### src/sdcb_pkg.sv
/*
 Shared constants and types of the SDRAM command and burst logic:
 pin widths, command codes, mode register fields, reset values and
 the burst state encoding.
 Assumes every design file except the FIFO imports it whole.
*/
package sdcb_pkg;

   // Pin and storage widths
   localparam int ADDR_W = 13;
   localparam int COL_W = 9;
   localparam int BANK_W = 2;
   localparam int NUM_BANKS = 4;
   localparam int DATA_W = 16;
   localparam int MASK_W = 2;

   // Write buffer shape
   localparam int FIFO_DEPTH = 16;
   localparam int WR_WORD_W = BANK_W + ADDR_W + COL_W + MASK_W + DATA_W;

   // Command codes on {ras_n, cas_n, we_n} with cs_n low
   localparam logic [2:0] CMD_MRS = 3'h0;
   localparam logic [2:0] CMD_PRE = 3'h2;
   localparam logic [2:0] CMD_ACT = 3'h3;
   localparam logic [2:0] CMD_WRITE = 3'h4;
   localparam logic [2:0] CMD_READ = 3'h5;
   localparam logic [2:0] CMD_STOP = 3'h6;

   // Address bit that selects all banks on precharge
   localparam int PRE_ALL_BIT = 10;

   // Mode register field positions on the address pins
   localparam int MR_BL_LSB = 0;
   localparam int MR_BL_W = 3;
   localparam int MR_BT_BIT = 3;
   localparam int MR_CL_LSB = 4;
   localparam int MR_CL_W = 3;

   // Burst length codes
   localparam logic [2:0] BL_1 = 3'h0;
   localparam logic [2:0] BL_2 = 3'h1;
   localparam logic [2:0] BL_4 = 3'h2;
   localparam logic [2:0] BL_8 = 3'h3;
   localparam logic [2:0] BL_PAGE = 3'h7;

   // CAS latency codes
   localparam logic [2:0] CL_2 = 3'h2;
   localparam logic [2:0] CL_3 = 3'h3;

   // Mode register reset values
   localparam logic [2:0] MR_BL_RESET = BL_1;
   localparam logic MR_BT_RESET = 1'b0;
   localparam logic [2:0] MR_CL_RESET = CL_3;

   // Burst engine states
   typedef enum logic [1:0] {
      ST_IDLE = 2'b00,
      ST_READ = 2'b01,
      ST_WRITE = 2'b10
   } sdcb_state_type;

endpackage

### src/sdcb_burst_addr.sv
/*
 Burst column generator: column of a given beat from the start column,
 the programmed burst length and the burst order.
 Assumes pure combinational use by the burst engine.
*/
`timescale 1ns/1ps
module sdcb_burst_addr (
   input logic [sdcb_pkg::COL_W-1:0] start_col,
   input logic [sdcb_pkg::COL_W-1:0] beat,
   input logic [2:0] burst_len,
   input logic interleave,
   output logic [sdcb_pkg::COL_W-1:0] col,
   output logic [sdcb_pkg::COL_W-1:0] mask
);
   import sdcb_pkg::*;

   logic [COL_W-1:0] moved; // Low bits after stepping

   always_comb begin
      case (burst_len)
         BL_1, BL_2, BL_4, BL_8: mask = COL_W'((COL_W'(1) << burst_len) - COL_W'(1));
         // Full page walks the whole row and wraps at its end
         BL_PAGE: mask = '1;
         // Undefined codes behave as single beats
         default: mask = '0;
      endcase
   end

   always_comb begin
      if (interleave && burst_len != BL_PAGE) begin
         moved = start_col ^ beat;
      end else begin
         moved = COL_W'(start_col + beat);
      end
      col = (start_col & ~mask) | (moved & mask);
   end
endmodule

### src/sdcb_core.sv
/*
 SDRAM command decode, bank row tracking and burst read/write engine,
 as it sits behind the memory pins. Holds the mode register, the open
 row of each bank, the burst sequencer, the read output pipeline and a
 write buffer towards the storage array.
 Assumes the pins are driven synchronously to mclk by the controller,
 a storage array with one-cycle synchronous read, and a testbench that
 resolves the data wire from dq_oe.
*/
`timescale 1ns/1ps
module sdcb_core (
   input logic mclk,
   input logic reset_n,
   input logic cke,
   input logic cs_n,
   input logic ras_n,
   input logic cas_n,
   input logic we_n,
   input logic [sdcb_pkg::BANK_W-1:0] ba,
   input logic [sdcb_pkg::ADDR_W-1:0] addr,
   input logic [sdcb_pkg::MASK_W-1:0] dqm,
   input logic [sdcb_pkg::DATA_W-1:0] dq_in,
   output logic [sdcb_pkg::DATA_W-1:0] dq_out,
   output logic [sdcb_pkg::MASK_W-1:0] dq_oe,
   output logic mem_rd_en,
   output logic [sdcb_pkg::BANK_W-1:0] mem_rd_bank,
   output logic [sdcb_pkg::ADDR_W-1:0] mem_rd_row,
   output logic [sdcb_pkg::COL_W-1:0] mem_rd_col,
   input logic [sdcb_pkg::DATA_W-1:0] mem_rd_data,
   output logic mem_wr_valid,
   input logic mem_wr_ready,
   output logic [sdcb_pkg::BANK_W-1:0] mem_wr_bank,
   output logic [sdcb_pkg::ADDR_W-1:0] mem_wr_row,
   output logic [sdcb_pkg::COL_W-1:0] mem_wr_col,
   output logic [sdcb_pkg::MASK_W-1:0] mem_wr_mask,
   output logic [sdcb_pkg::DATA_W-1:0] mem_wr_data,
   output logic write_buf_ready
);
   import sdcb_pkg::*;

   // Clock enable seen at the previous edge
   logic cke_q;
   // Mode register fields
   logic [2:0] mr_len;
   logic mr_bt;
   logic [2:0] mr_cl;
   logic [2:0] next_mr_len;
   logic next_mr_bt;
   logic [2:0] next_mr_cl;
   // Bank state: open flag and open row
   logic [NUM_BANKS-1:0] bank_active;
   logic [ADDR_W-1:0] open_row [NUM_BANKS];
   logic [NUM_BANKS-1:0] next_bank_active;
   logic [ADDR_W-1:0] next_open_row [NUM_BANKS];
   // Burst engine
   sdcb_state_type state;
   sdcb_state_type next_state;
   logic [BANK_W-1:0] burst_bank;
   logic [ADDR_W-1:0] burst_row;
   logic [COL_W-1:0] burst_start;
   logic [COL_W-1:0] burst_beat;
   logic [BANK_W-1:0] next_burst_bank;
   logic [ADDR_W-1:0] next_burst_row;
   logic [COL_W-1:0] next_burst_start;
   logic [COL_W-1:0] next_burst_beat;
   // Read output pipeline
   logic rd_valid_q; // Storage data valid this cycle
   logic stage_valid; // Extra stage for latency three
   logic [DATA_W-1:0] stage_data;
   logic [MASK_W-1:0] dqm_q; // Read mask, first of two delays
   logic next_out_valid;
   logic [DATA_W-1:0] next_dq_out;
   logic [MASK_W-1:0] next_dq_oe;
   // Decoded commands
   logic cmd_sel;
   logic [2:0] cmd;
   logic is_mrs;
   logic is_act;
   logic is_pre;
   logic is_read;
   logic is_write;
   logic is_stop;
   logic col_cmd;
   logic cl2;
   // Current beat
   logic [BANK_W-1:0] acc_bank;
   logic [ADDR_W-1:0] acc_row;
   logic [COL_W-1:0] gen_start;
   logic [COL_W-1:0] gen_beat;
   logic [COL_W-1:0] cur_col;
   logic [COL_W-1:0] len_mask;
   logic wr_beat;
   logic fifo_in_valid;
   logic [WR_WORD_W-1:0] fifo_in_data;
   logic [WR_WORD_W-1:0] fifo_out_data;

   // Command decode, gated by chip select and clock enable
   assign cmd_sel = cke_q && !cs_n;
   assign cmd = {ras_n, cas_n, we_n};
   assign is_mrs = cmd_sel && (cmd == CMD_MRS);
   assign is_act = cmd_sel && (cmd == CMD_ACT);
   assign is_pre = cmd_sel && (cmd == CMD_PRE);
   assign is_read = cmd_sel && (cmd == CMD_READ);
   assign is_write = cmd_sel && (cmd == CMD_WRITE);
   assign is_stop = cmd_sel && (cmd == CMD_STOP);
   assign col_cmd = is_read || is_write;
   assign cl2 = (mr_cl == CL_2);

   // First beat comes straight from the pins, later ones from the engine
   assign gen_start = col_cmd ? addr[COL_W-1:0] : burst_start;
   assign gen_beat = col_cmd ? '0 : burst_beat;
   assign acc_bank = col_cmd ? ba : burst_bank;
   assign acc_row = col_cmd ? open_row[ba] : burst_row;

   sdcb_burst_addr u_burst_addr (
      .start_col(gen_start),
      .beat(gen_beat),
      .burst_len(mr_len),
      .interleave(mr_bt),
      .col(cur_col),
      .mask(len_mask)
   );

   assign mem_rd_en = is_read || (state == ST_READ && !is_write && !is_stop);
   assign mem_rd_bank = acc_bank;
   assign mem_rd_row = acc_row;
   assign mem_rd_col = cur_col;

   assign wr_beat = is_write || (state == ST_WRITE && !is_read && !is_stop);
   assign fifo_in_valid = wr_beat && (dqm != '1);
   assign fifo_in_data = {acc_bank, acc_row, cur_col, ~dqm, dq_in};

   // Buffer decouples the pins from a storage array that may stall;
   // the pins cannot be held off, so a full buffer drops the beat
   sdcb_fifo #(
      .WIDTH(WR_WORD_W),
      .DEPTH(FIFO_DEPTH)
   ) u_wr_fifo (
      .mclk(mclk),
      .reset_n(reset_n),
      .in_valid(fifo_in_valid),
      .in_ready(write_buf_ready),
      .in_data(fifo_in_data),
      .out_valid(mem_wr_valid),
      .out_ready(mem_wr_ready),
      .out_data(fifo_out_data)
   );
   assign {mem_wr_bank, mem_wr_row, mem_wr_col, mem_wr_mask, mem_wr_data} = fifo_out_data;

   // Mode register next value
   always_comb begin
      next_mr_len = mr_len;
      next_mr_bt = mr_bt;
      next_mr_cl = mr_cl;
      if (is_mrs) begin
         next_mr_len = addr[MR_BL_LSB +: MR_BL_W];
         next_mr_bt = addr[MR_BT_BIT];
         next_mr_cl = addr[MR_CL_LSB +: MR_CL_W];
      end
   end

   // Bank open rows; activation spacing is the controller's business
   always_comb begin
      next_bank_active = bank_active;
      next_open_row = open_row;
      if (is_act) begin
         next_bank_active[ba] = 1'b1;
         next_open_row[ba] = addr;
      end else if (is_pre) begin
         if (addr[PRE_ALL_BIT]) begin
            next_bank_active = '0;
         end else begin
            next_bank_active[ba] = 1'b0;
         end
      end
   end

   // Burst sequencer
   always_comb begin
      next_state = state;
      next_burst_bank = burst_bank;
      next_burst_row = burst_row;
      next_burst_start = burst_start;
      next_burst_beat = burst_beat;
      if (col_cmd) begin
         next_burst_bank = ba;
         next_burst_row = open_row[ba];
         next_burst_start = addr[COL_W-1:0];
         next_burst_beat = COL_W'(1);
         if (len_mask == '0) begin
            next_state = ST_IDLE;
         end else if (is_read) begin
            next_state = ST_READ;
         end else begin
            next_state = ST_WRITE;
         end
      end else if (is_stop) begin
         next_state = ST_IDLE;
      end else if (state != ST_IDLE) begin
         if (mr_len != BL_PAGE && burst_beat == len_mask) begin
            next_state = ST_IDLE;
         end else begin
            next_burst_beat = COL_W'(burst_beat + 1'b1);
         end
      end
   end

   // Read output path; storage answers one cycle after the strobe
   always_comb begin
      next_out_valid = cl2 ? rd_valid_q : stage_valid;
      next_dq_out = cl2 ? mem_rd_data : stage_data;
      next_dq_oe = {MASK_W{next_out_valid}} & ~dqm_q;
   end

   // Mode, bank and burst registers
   always_ff @(posedge mclk or negedge reset_n) begin
      if (!reset_n) begin
         cke_q <= 1'b0;
         mr_len <= MR_BL_RESET;
         mr_bt <= MR_BT_RESET;
         mr_cl <= MR_CL_RESET;
         bank_active <= '0;
         for (int i = 0; i < NUM_BANKS; i++) begin
            open_row[i] <= '0;
         end
         state <= ST_IDLE;
         burst_bank <= '0;
         burst_row <= '0;
         burst_start <= '0;
         burst_beat <= '0;
      end else begin
         cke_q <= cke;
         mr_len <= next_mr_len;
         mr_bt <= next_mr_bt;
         mr_cl <= next_mr_cl;
         bank_active <= next_bank_active;
         open_row <= next_open_row;
         state <= next_state;
         burst_bank <= next_burst_bank;
         burst_row <= next_burst_row;
         burst_start <= next_burst_start;
         burst_beat <= next_burst_beat;
      end
   end

   // Read pipeline registers
   always_ff @(posedge mclk or negedge reset_n) begin
      if (!reset_n) begin
         rd_valid_q <= 1'b0;
         stage_valid <= 1'b0;
         stage_data <= '0;
         dqm_q <= '0;
         dq_out <= '0;
         dq_oe <= '0;
      end else begin
         rd_valid_q <= mem_rd_en;
         stage_valid <= rd_valid_q;
         stage_data <= mem_rd_data;
         dqm_q <= dqm;
         dq_out <= next_dq_out;
         dq_oe <= next_dq_oe;
      end
   end
endmodule

### src/sdcb_fifo.sv
/*
 Write data buffer: a FIFO with valid and ready on both sides.
 Assumes one clock and an active-low asynchronous reset; the drain
 side may stall at will, and then the buffer really fills.
*/
`timescale 1ns/1ps
module sdcb_fifo #(
   parameter int WIDTH = 8,
   parameter int DEPTH = 16
) (
   input logic mclk,
   input logic reset_n,
   input logic in_valid,
   output logic in_ready,
   input logic [WIDTH-1:0] in_data,
   output logic out_valid,
   input logic out_ready,
   output logic [WIDTH-1:0] out_data
);
   localparam int PTR_W = $clog2(DEPTH);
   localparam logic [PTR_W:0] DEPTH_CNT = (PTR_W+1)'(DEPTH);
   localparam logic [PTR_W-1:0] LAST_PTR = PTR_W'(DEPTH - 1);

   logic [WIDTH-1:0] store [DEPTH]; // Word storage
   logic [PTR_W-1:0] wr_ptr; // Next slot to fill
   logic [PTR_W-1:0] rd_ptr; // Oldest word
   logic [PTR_W:0] count; // Words held
   logic [PTR_W-1:0] next_wr_ptr;
   logic [PTR_W-1:0] next_rd_ptr;
   logic [PTR_W:0] next_count;
   logic push;
   logic pop;

   assign in_ready = (count != DEPTH_CNT);
   assign out_valid = (count != '0);
   assign out_data = store[rd_ptr];
   assign push = in_valid && in_ready;
   assign pop = out_valid && out_ready;

   // Pointer and fill level update
   always_comb begin
      next_wr_ptr = wr_ptr;
      next_rd_ptr = rd_ptr;
      next_count = count;
      if (push) begin
         next_wr_ptr = (wr_ptr == LAST_PTR) ? '0 : PTR_W'(wr_ptr + 1'b1);
      end
      if (pop) begin
         next_rd_ptr = (rd_ptr == LAST_PTR) ? '0 : PTR_W'(rd_ptr + 1'b1);
      end
      if (push && !pop) begin
         next_count = (PTR_W+1)'(count + 1'b1);
      end else if (pop && !push) begin
         next_count = (PTR_W+1)'(count - 1'b1);
      end
   end

   always_ff @(posedge mclk or negedge reset_n) begin
      if (!reset_n) begin
         wr_ptr <= '0;
         rd_ptr <= '0;
         count <= '0;
      end else begin
         wr_ptr <= next_wr_ptr;
         rd_ptr <= next_rd_ptr;
         count <= next_count;
      end
   end

   // Storage has no reset; words are only read once counted in
   always_ff @(posedge mclk) begin
      if (push) begin
         store[wr_ptr] <= in_data;
      end
   end
endmodule

### config.mk
export PLATFORM = sky130hd
export DESIGN_NAME = sdcb_core
export DESIGN_NICKNAME = d
export VERILOG_FILES = /design/src/sdcb_pkg.sv /design/src/sdcb_burst_addr.sv /design/src/sdcb_core.sv /design/src/sdcb_fifo.sv
export SDC_FILE = /design/constraint.sdc
export NUM_CORES = 1
export LEC_CHECK = 0
export BUFFER_PORTS_ARGS = -buffer_cell sky130_fd_sc_hd__buf_2
export CAP_MARGIN = 30
export CELL_PAD_IN_SITES_DETAIL_PLACEMENT = 1
export CELL_PAD_IN_SITES_GLOBAL_PLACEMENT = 1
export CORE_MARGIN = 1.5
export CORE_UTILIZATION = 39
export DETAILED_ROUTE_END_ITERATION = 8
export PLACE_DENSITY = 0.7
export SYNTH_ARGS = -nofsm -noshare
export SYNTH_HDL_FRONTEND = slang
export SYNTH_SLANG_ARGS = --single-unit
### constraint.sdc
create_clock -name mclk -period 8.54 [get_ports mclk]
set_input_delay 1.708 -clock mclk [delete_from_list [all_inputs] [get_ports mclk]]
set_output_delay 1.708 -clock mclk [all_outputs]
set_load 0.02 [all_outputs]
==> results.yml <==
yosys:
  avgSynthCellArea_sq_um: 17.7
  syn_nets: 1914
  synth.top_cells.by_area: "edfxtp_1 (62%), dfrtp_1 (11%), mux4_2 (6.7%)"
  synthTopCellsByCount: "edfxtp_1 (672), nand2_1 (148), dfrtp_1 (144), mux2i_1 (129), mux4_2 (97)"
  yosysSeqAreaShare: 0.734
  ys_ff_latch: 818
  synth_top_cell_by_area: "edfxtp_1"
  synth_cells: 1837
  synth.distinct_cells: 59
  syn-cell-area_sq_mm: 0.0325
  synthArstFlopShare: 0.178
  synth.most_common_cell: "edfxtp_1"
  synth-main-ff-cell: "edfxtp_1"
  synth_warnings: 0
  synth_edf_count: 672
  synth_top_area_share: 0.621
clock_tree:
  cts_tree: "yes"
  cts.sinks: 818
  worstSkewPairLatency_ns: 0.66
  cts_resized: 0
  cts.path.max_buffers: 3
  clock-root-buffer: "clkbuf_16"
  htree_levels: 3
  cts_buffers: 86
  path_clk_slew_ns: 0.06
  post-cts-setup-buffers: 0
  cts_hold_buf: 0
grt:
  grt_max_degree: 112
  antenna_found_initial: 3
  grtUsageTotal: 0.193
  grt_pass1_wl_um: 123000
  grt_pass1_vias: 19000
  grt_overflow: 0
worst_setup_path:
  worst_path_max_delay_cell: "a2111oi_1"
  path_cells: "buf_2 > nand3b_1 > or2_1 > and2_1 > ha_1 > fa_1 > a211oi_1 > o21bai_1 > a2111oi_1 > nor4_1 > nor3_1 > xor2_1 > buf_4 > buf_2"
  cp-end-kind: "output port"
  crit_path_frequent_cell: "buf_2"
  crit_required_ns: 6.83
  r2r_setup_slack_ns: 4.52
  critPathMaxStageDelay_ns: 0.52
  cp-start-kind: "input port"
  cp.arrival_ns: 5.26
  crit_fanout: 17
  critPathKind: "in -> out"
sta:
  fin_tns_setup_ns: 0
  final-hold-violation-count: 0
  slew_viol_final: 0
  tightest_slew_ns: 1.01
  fin_ws_ns: 1.57
  fin_crit_sh: 0.816
  rsz0062_at_grt: "false"
  finalSetupViolCount: 0
  finalClockSkew_ns: 0.0362
  slew_headroom: 0.325
  max_freq_mhz: 144
  post-route-min-period_ns: 6.97
pwr:
  peakVddDrop_mv: 0.231
  p_int_mw: 7.84
  p_clk_frac: 0.301
  sw_frac_of_total: 0.331
  combPwrFrac: 0.288
  leakage_nw: 13.3
  net-switching-power_mw: 3.87
  power_frac_seq: 0.410
  p_per_area_mw_per_mm2: 314
cells_and_area:
  fillers: 7927
  nets: 2074
  syn_to_final_growth_pct: 14.8
  antenna_cells: 0
  finish.instance_area_sq_mm: 0.0373
  drive_above_1_share: 0.241
  stdcell_count: 3139
floorplanning:
  core_sq_mm: 0.0822
  initial_utilization: 0.395
  ios: 144
  die_w_um: 292
  die_h_um: 292
  rows: 105
  fp.dieArea_sq_mm: 0.0850
route:
  dr.pass1.iters: 5
  dr.first_iter.drc_count: 1304
  vias_per_cell: 5.52
  ant_nets: 0
  wire_per_inst_um: 25.9
  vias: 17300
  wl_um: 81500
  drc_errors: 0
placed_design:
  dp_cells: 2979
  gp_congestion: 0.767
  place_area_sq_mm: 0.0346
  place_ws_ns: 1.56
  hpwl_um: 46500
  io_buffers: 143
flow_run:
  max_cap_violations: 0
worst_hold_path:
  hold_class: "reg -> reg"
run_status:
  status: "complete, no violations"
[worst paths after layout]
check	from	to	cells past startpoint
max	cs_n	mem_rd_col[8]	14
min	rd_valid_q	stage_valid	0
max reg2reg	cke_q	u_wr_fifo.store[0][6]	8
min reg2reg	rd_valid_q	stage_valid	0
max in group asynchronous	reset_n	open_row[40]	2
min in group asynchronous	reset_n	mr_len[2]	1
[worst max-delay path, delay by kind of cell]
kind	cells	cell delay [ns]
adder cells (fa/ha/maj)	2	0.68
XOR/XNOR	1	0.19
AO/OA/AOI/OAI	3	1.02
AND/OR/NAND/NOR	5	1.11
buffers and inverters	3	0.54
[registers in the layout (all words and copies together), names as in the netlist]
| signal | flops |
|---|---|
| u_wr_fifo.store | 672 |
| open_row | 52 |
| dq_out | 16 |
| stage_data | 16 |
| burst_row | 13 |
| burst_beat | 9 |
| burst_start | 9 |
| u_wr_fifo.count | 5 |
| u_wr_fifo.rd_ptr | 4 |
| u_wr_fifo.wr_ptr | 4 |
| mr_cl | 3 |
| mr_len | 3 |
| burst_bank | 2 |
| dq_oe | 2 |
| dqm_q | 2 |
| state | 2 |
| cke_q | 1 |
| mr_bt | 1 |
| rd_valid_q | 1 |
| stage_valid | 1 |
[power by group through the flow]
stage	logic, mW	clock network [mW]	registers, mW
6_report	3.38	3.53	4.81
5_1_grt	3.66	3.74	4.84
4_1_cts	3.45	3.61	4.81
3_5_place_dp	3.43	0	4.89
3_3_place_gp	3.30	0	4.88
2_1_floorplan	2.36	0	4.77
[cell families after synthesis]
| group | after synthesis | share of synthesized area |
|---|---|---|
| fa+ha+maj | 20 | 0.00817 |
| simple gates | 245 | 0.0333 |
| compound gates | 266 | 0.0523 |
| buf+inv | 127 | 0.0196 |
| xor+xnor | 16 | 0.00432 |
| mux | 345 | 0.148 |
| flops | 818 | 0.734 |
[placed cells by master, fill, tap and decap left out, types with 3 or more instances in the layout]
master / instances
clkinv_1: 15
inv_1: 8
dfrtp_1: 140
nor3_2: 6
clkbuf_16: 87
buf_12: 6
a21oi_1: 53
nand2_1: 147
nor3_1: 6
clkinv_2: 25
and2_1: 8
o21ai_0: 73
mux4_2: 97
ha_1: 18
nor2_1: 25
or4_1: 3
a22oi_1: 42
o21ai_1: 28
buf_2: 142
nand3_1: 11
buf_4: 37
nand2b_1: 8
mux2_2: 48
xnor2_1: 7
mux2_1: 71
buf_16: 4
a221oi_1: 42
xor2_1: 9
mux2i_1: 129
a21o_1: 4
clkbuf_1: 20
dfrtp_4: 3
o31ai_1: 4
nor2_4: 12
edfxtp_1: 672
clkinv_16: 4
[per-stage QoR]
stage / util / hold slack, ns / total power [mW]
4_1_cts: 0.453 / 0.381 / 11.9
3_3_place_gp: 0.418 / 0.365 / 8.18
3_5_place_dp: 0.421 / 0.365 / 8.32
2_1_floorplan: - / 0.353 / 7.13
5_1_grt: 0.453 / 0.382 / 12.2
6_report: 0.453 / 0.381 / 11.7
[metal layers]
metal / GRT usage / wire length [um] / vias to the layer above
met2: 0.328 / 40800 / 457
li1: - / - / 7518
met5: 0 / 21 / -
met3: 0.0291 / 3760 / 115
met1: 0.258 / 35100 / 9221
met4: 0.0568 / 1720 / 4
[area by class of cell]
| cell class | instances | area, sq um | share of cell area |
|---|---|---|---|
| clock buffer | 108 | 2270 | 0.0608 |
| clock inverter | 52 | 422 | 0.0113 |
| inverter | 9 | 33.8 | 0.000906 |
| multi-input combinational | 892 | 8140 | 0.218 |
| sequential | 818 | 23800 | 0.640 |
| tap | 1070 | 1340 | 0.0359 |
| timing repair buffer | 190 | 1230 | 0.0330 |
No activity file was read; power rests on OpenSTA's default activity.
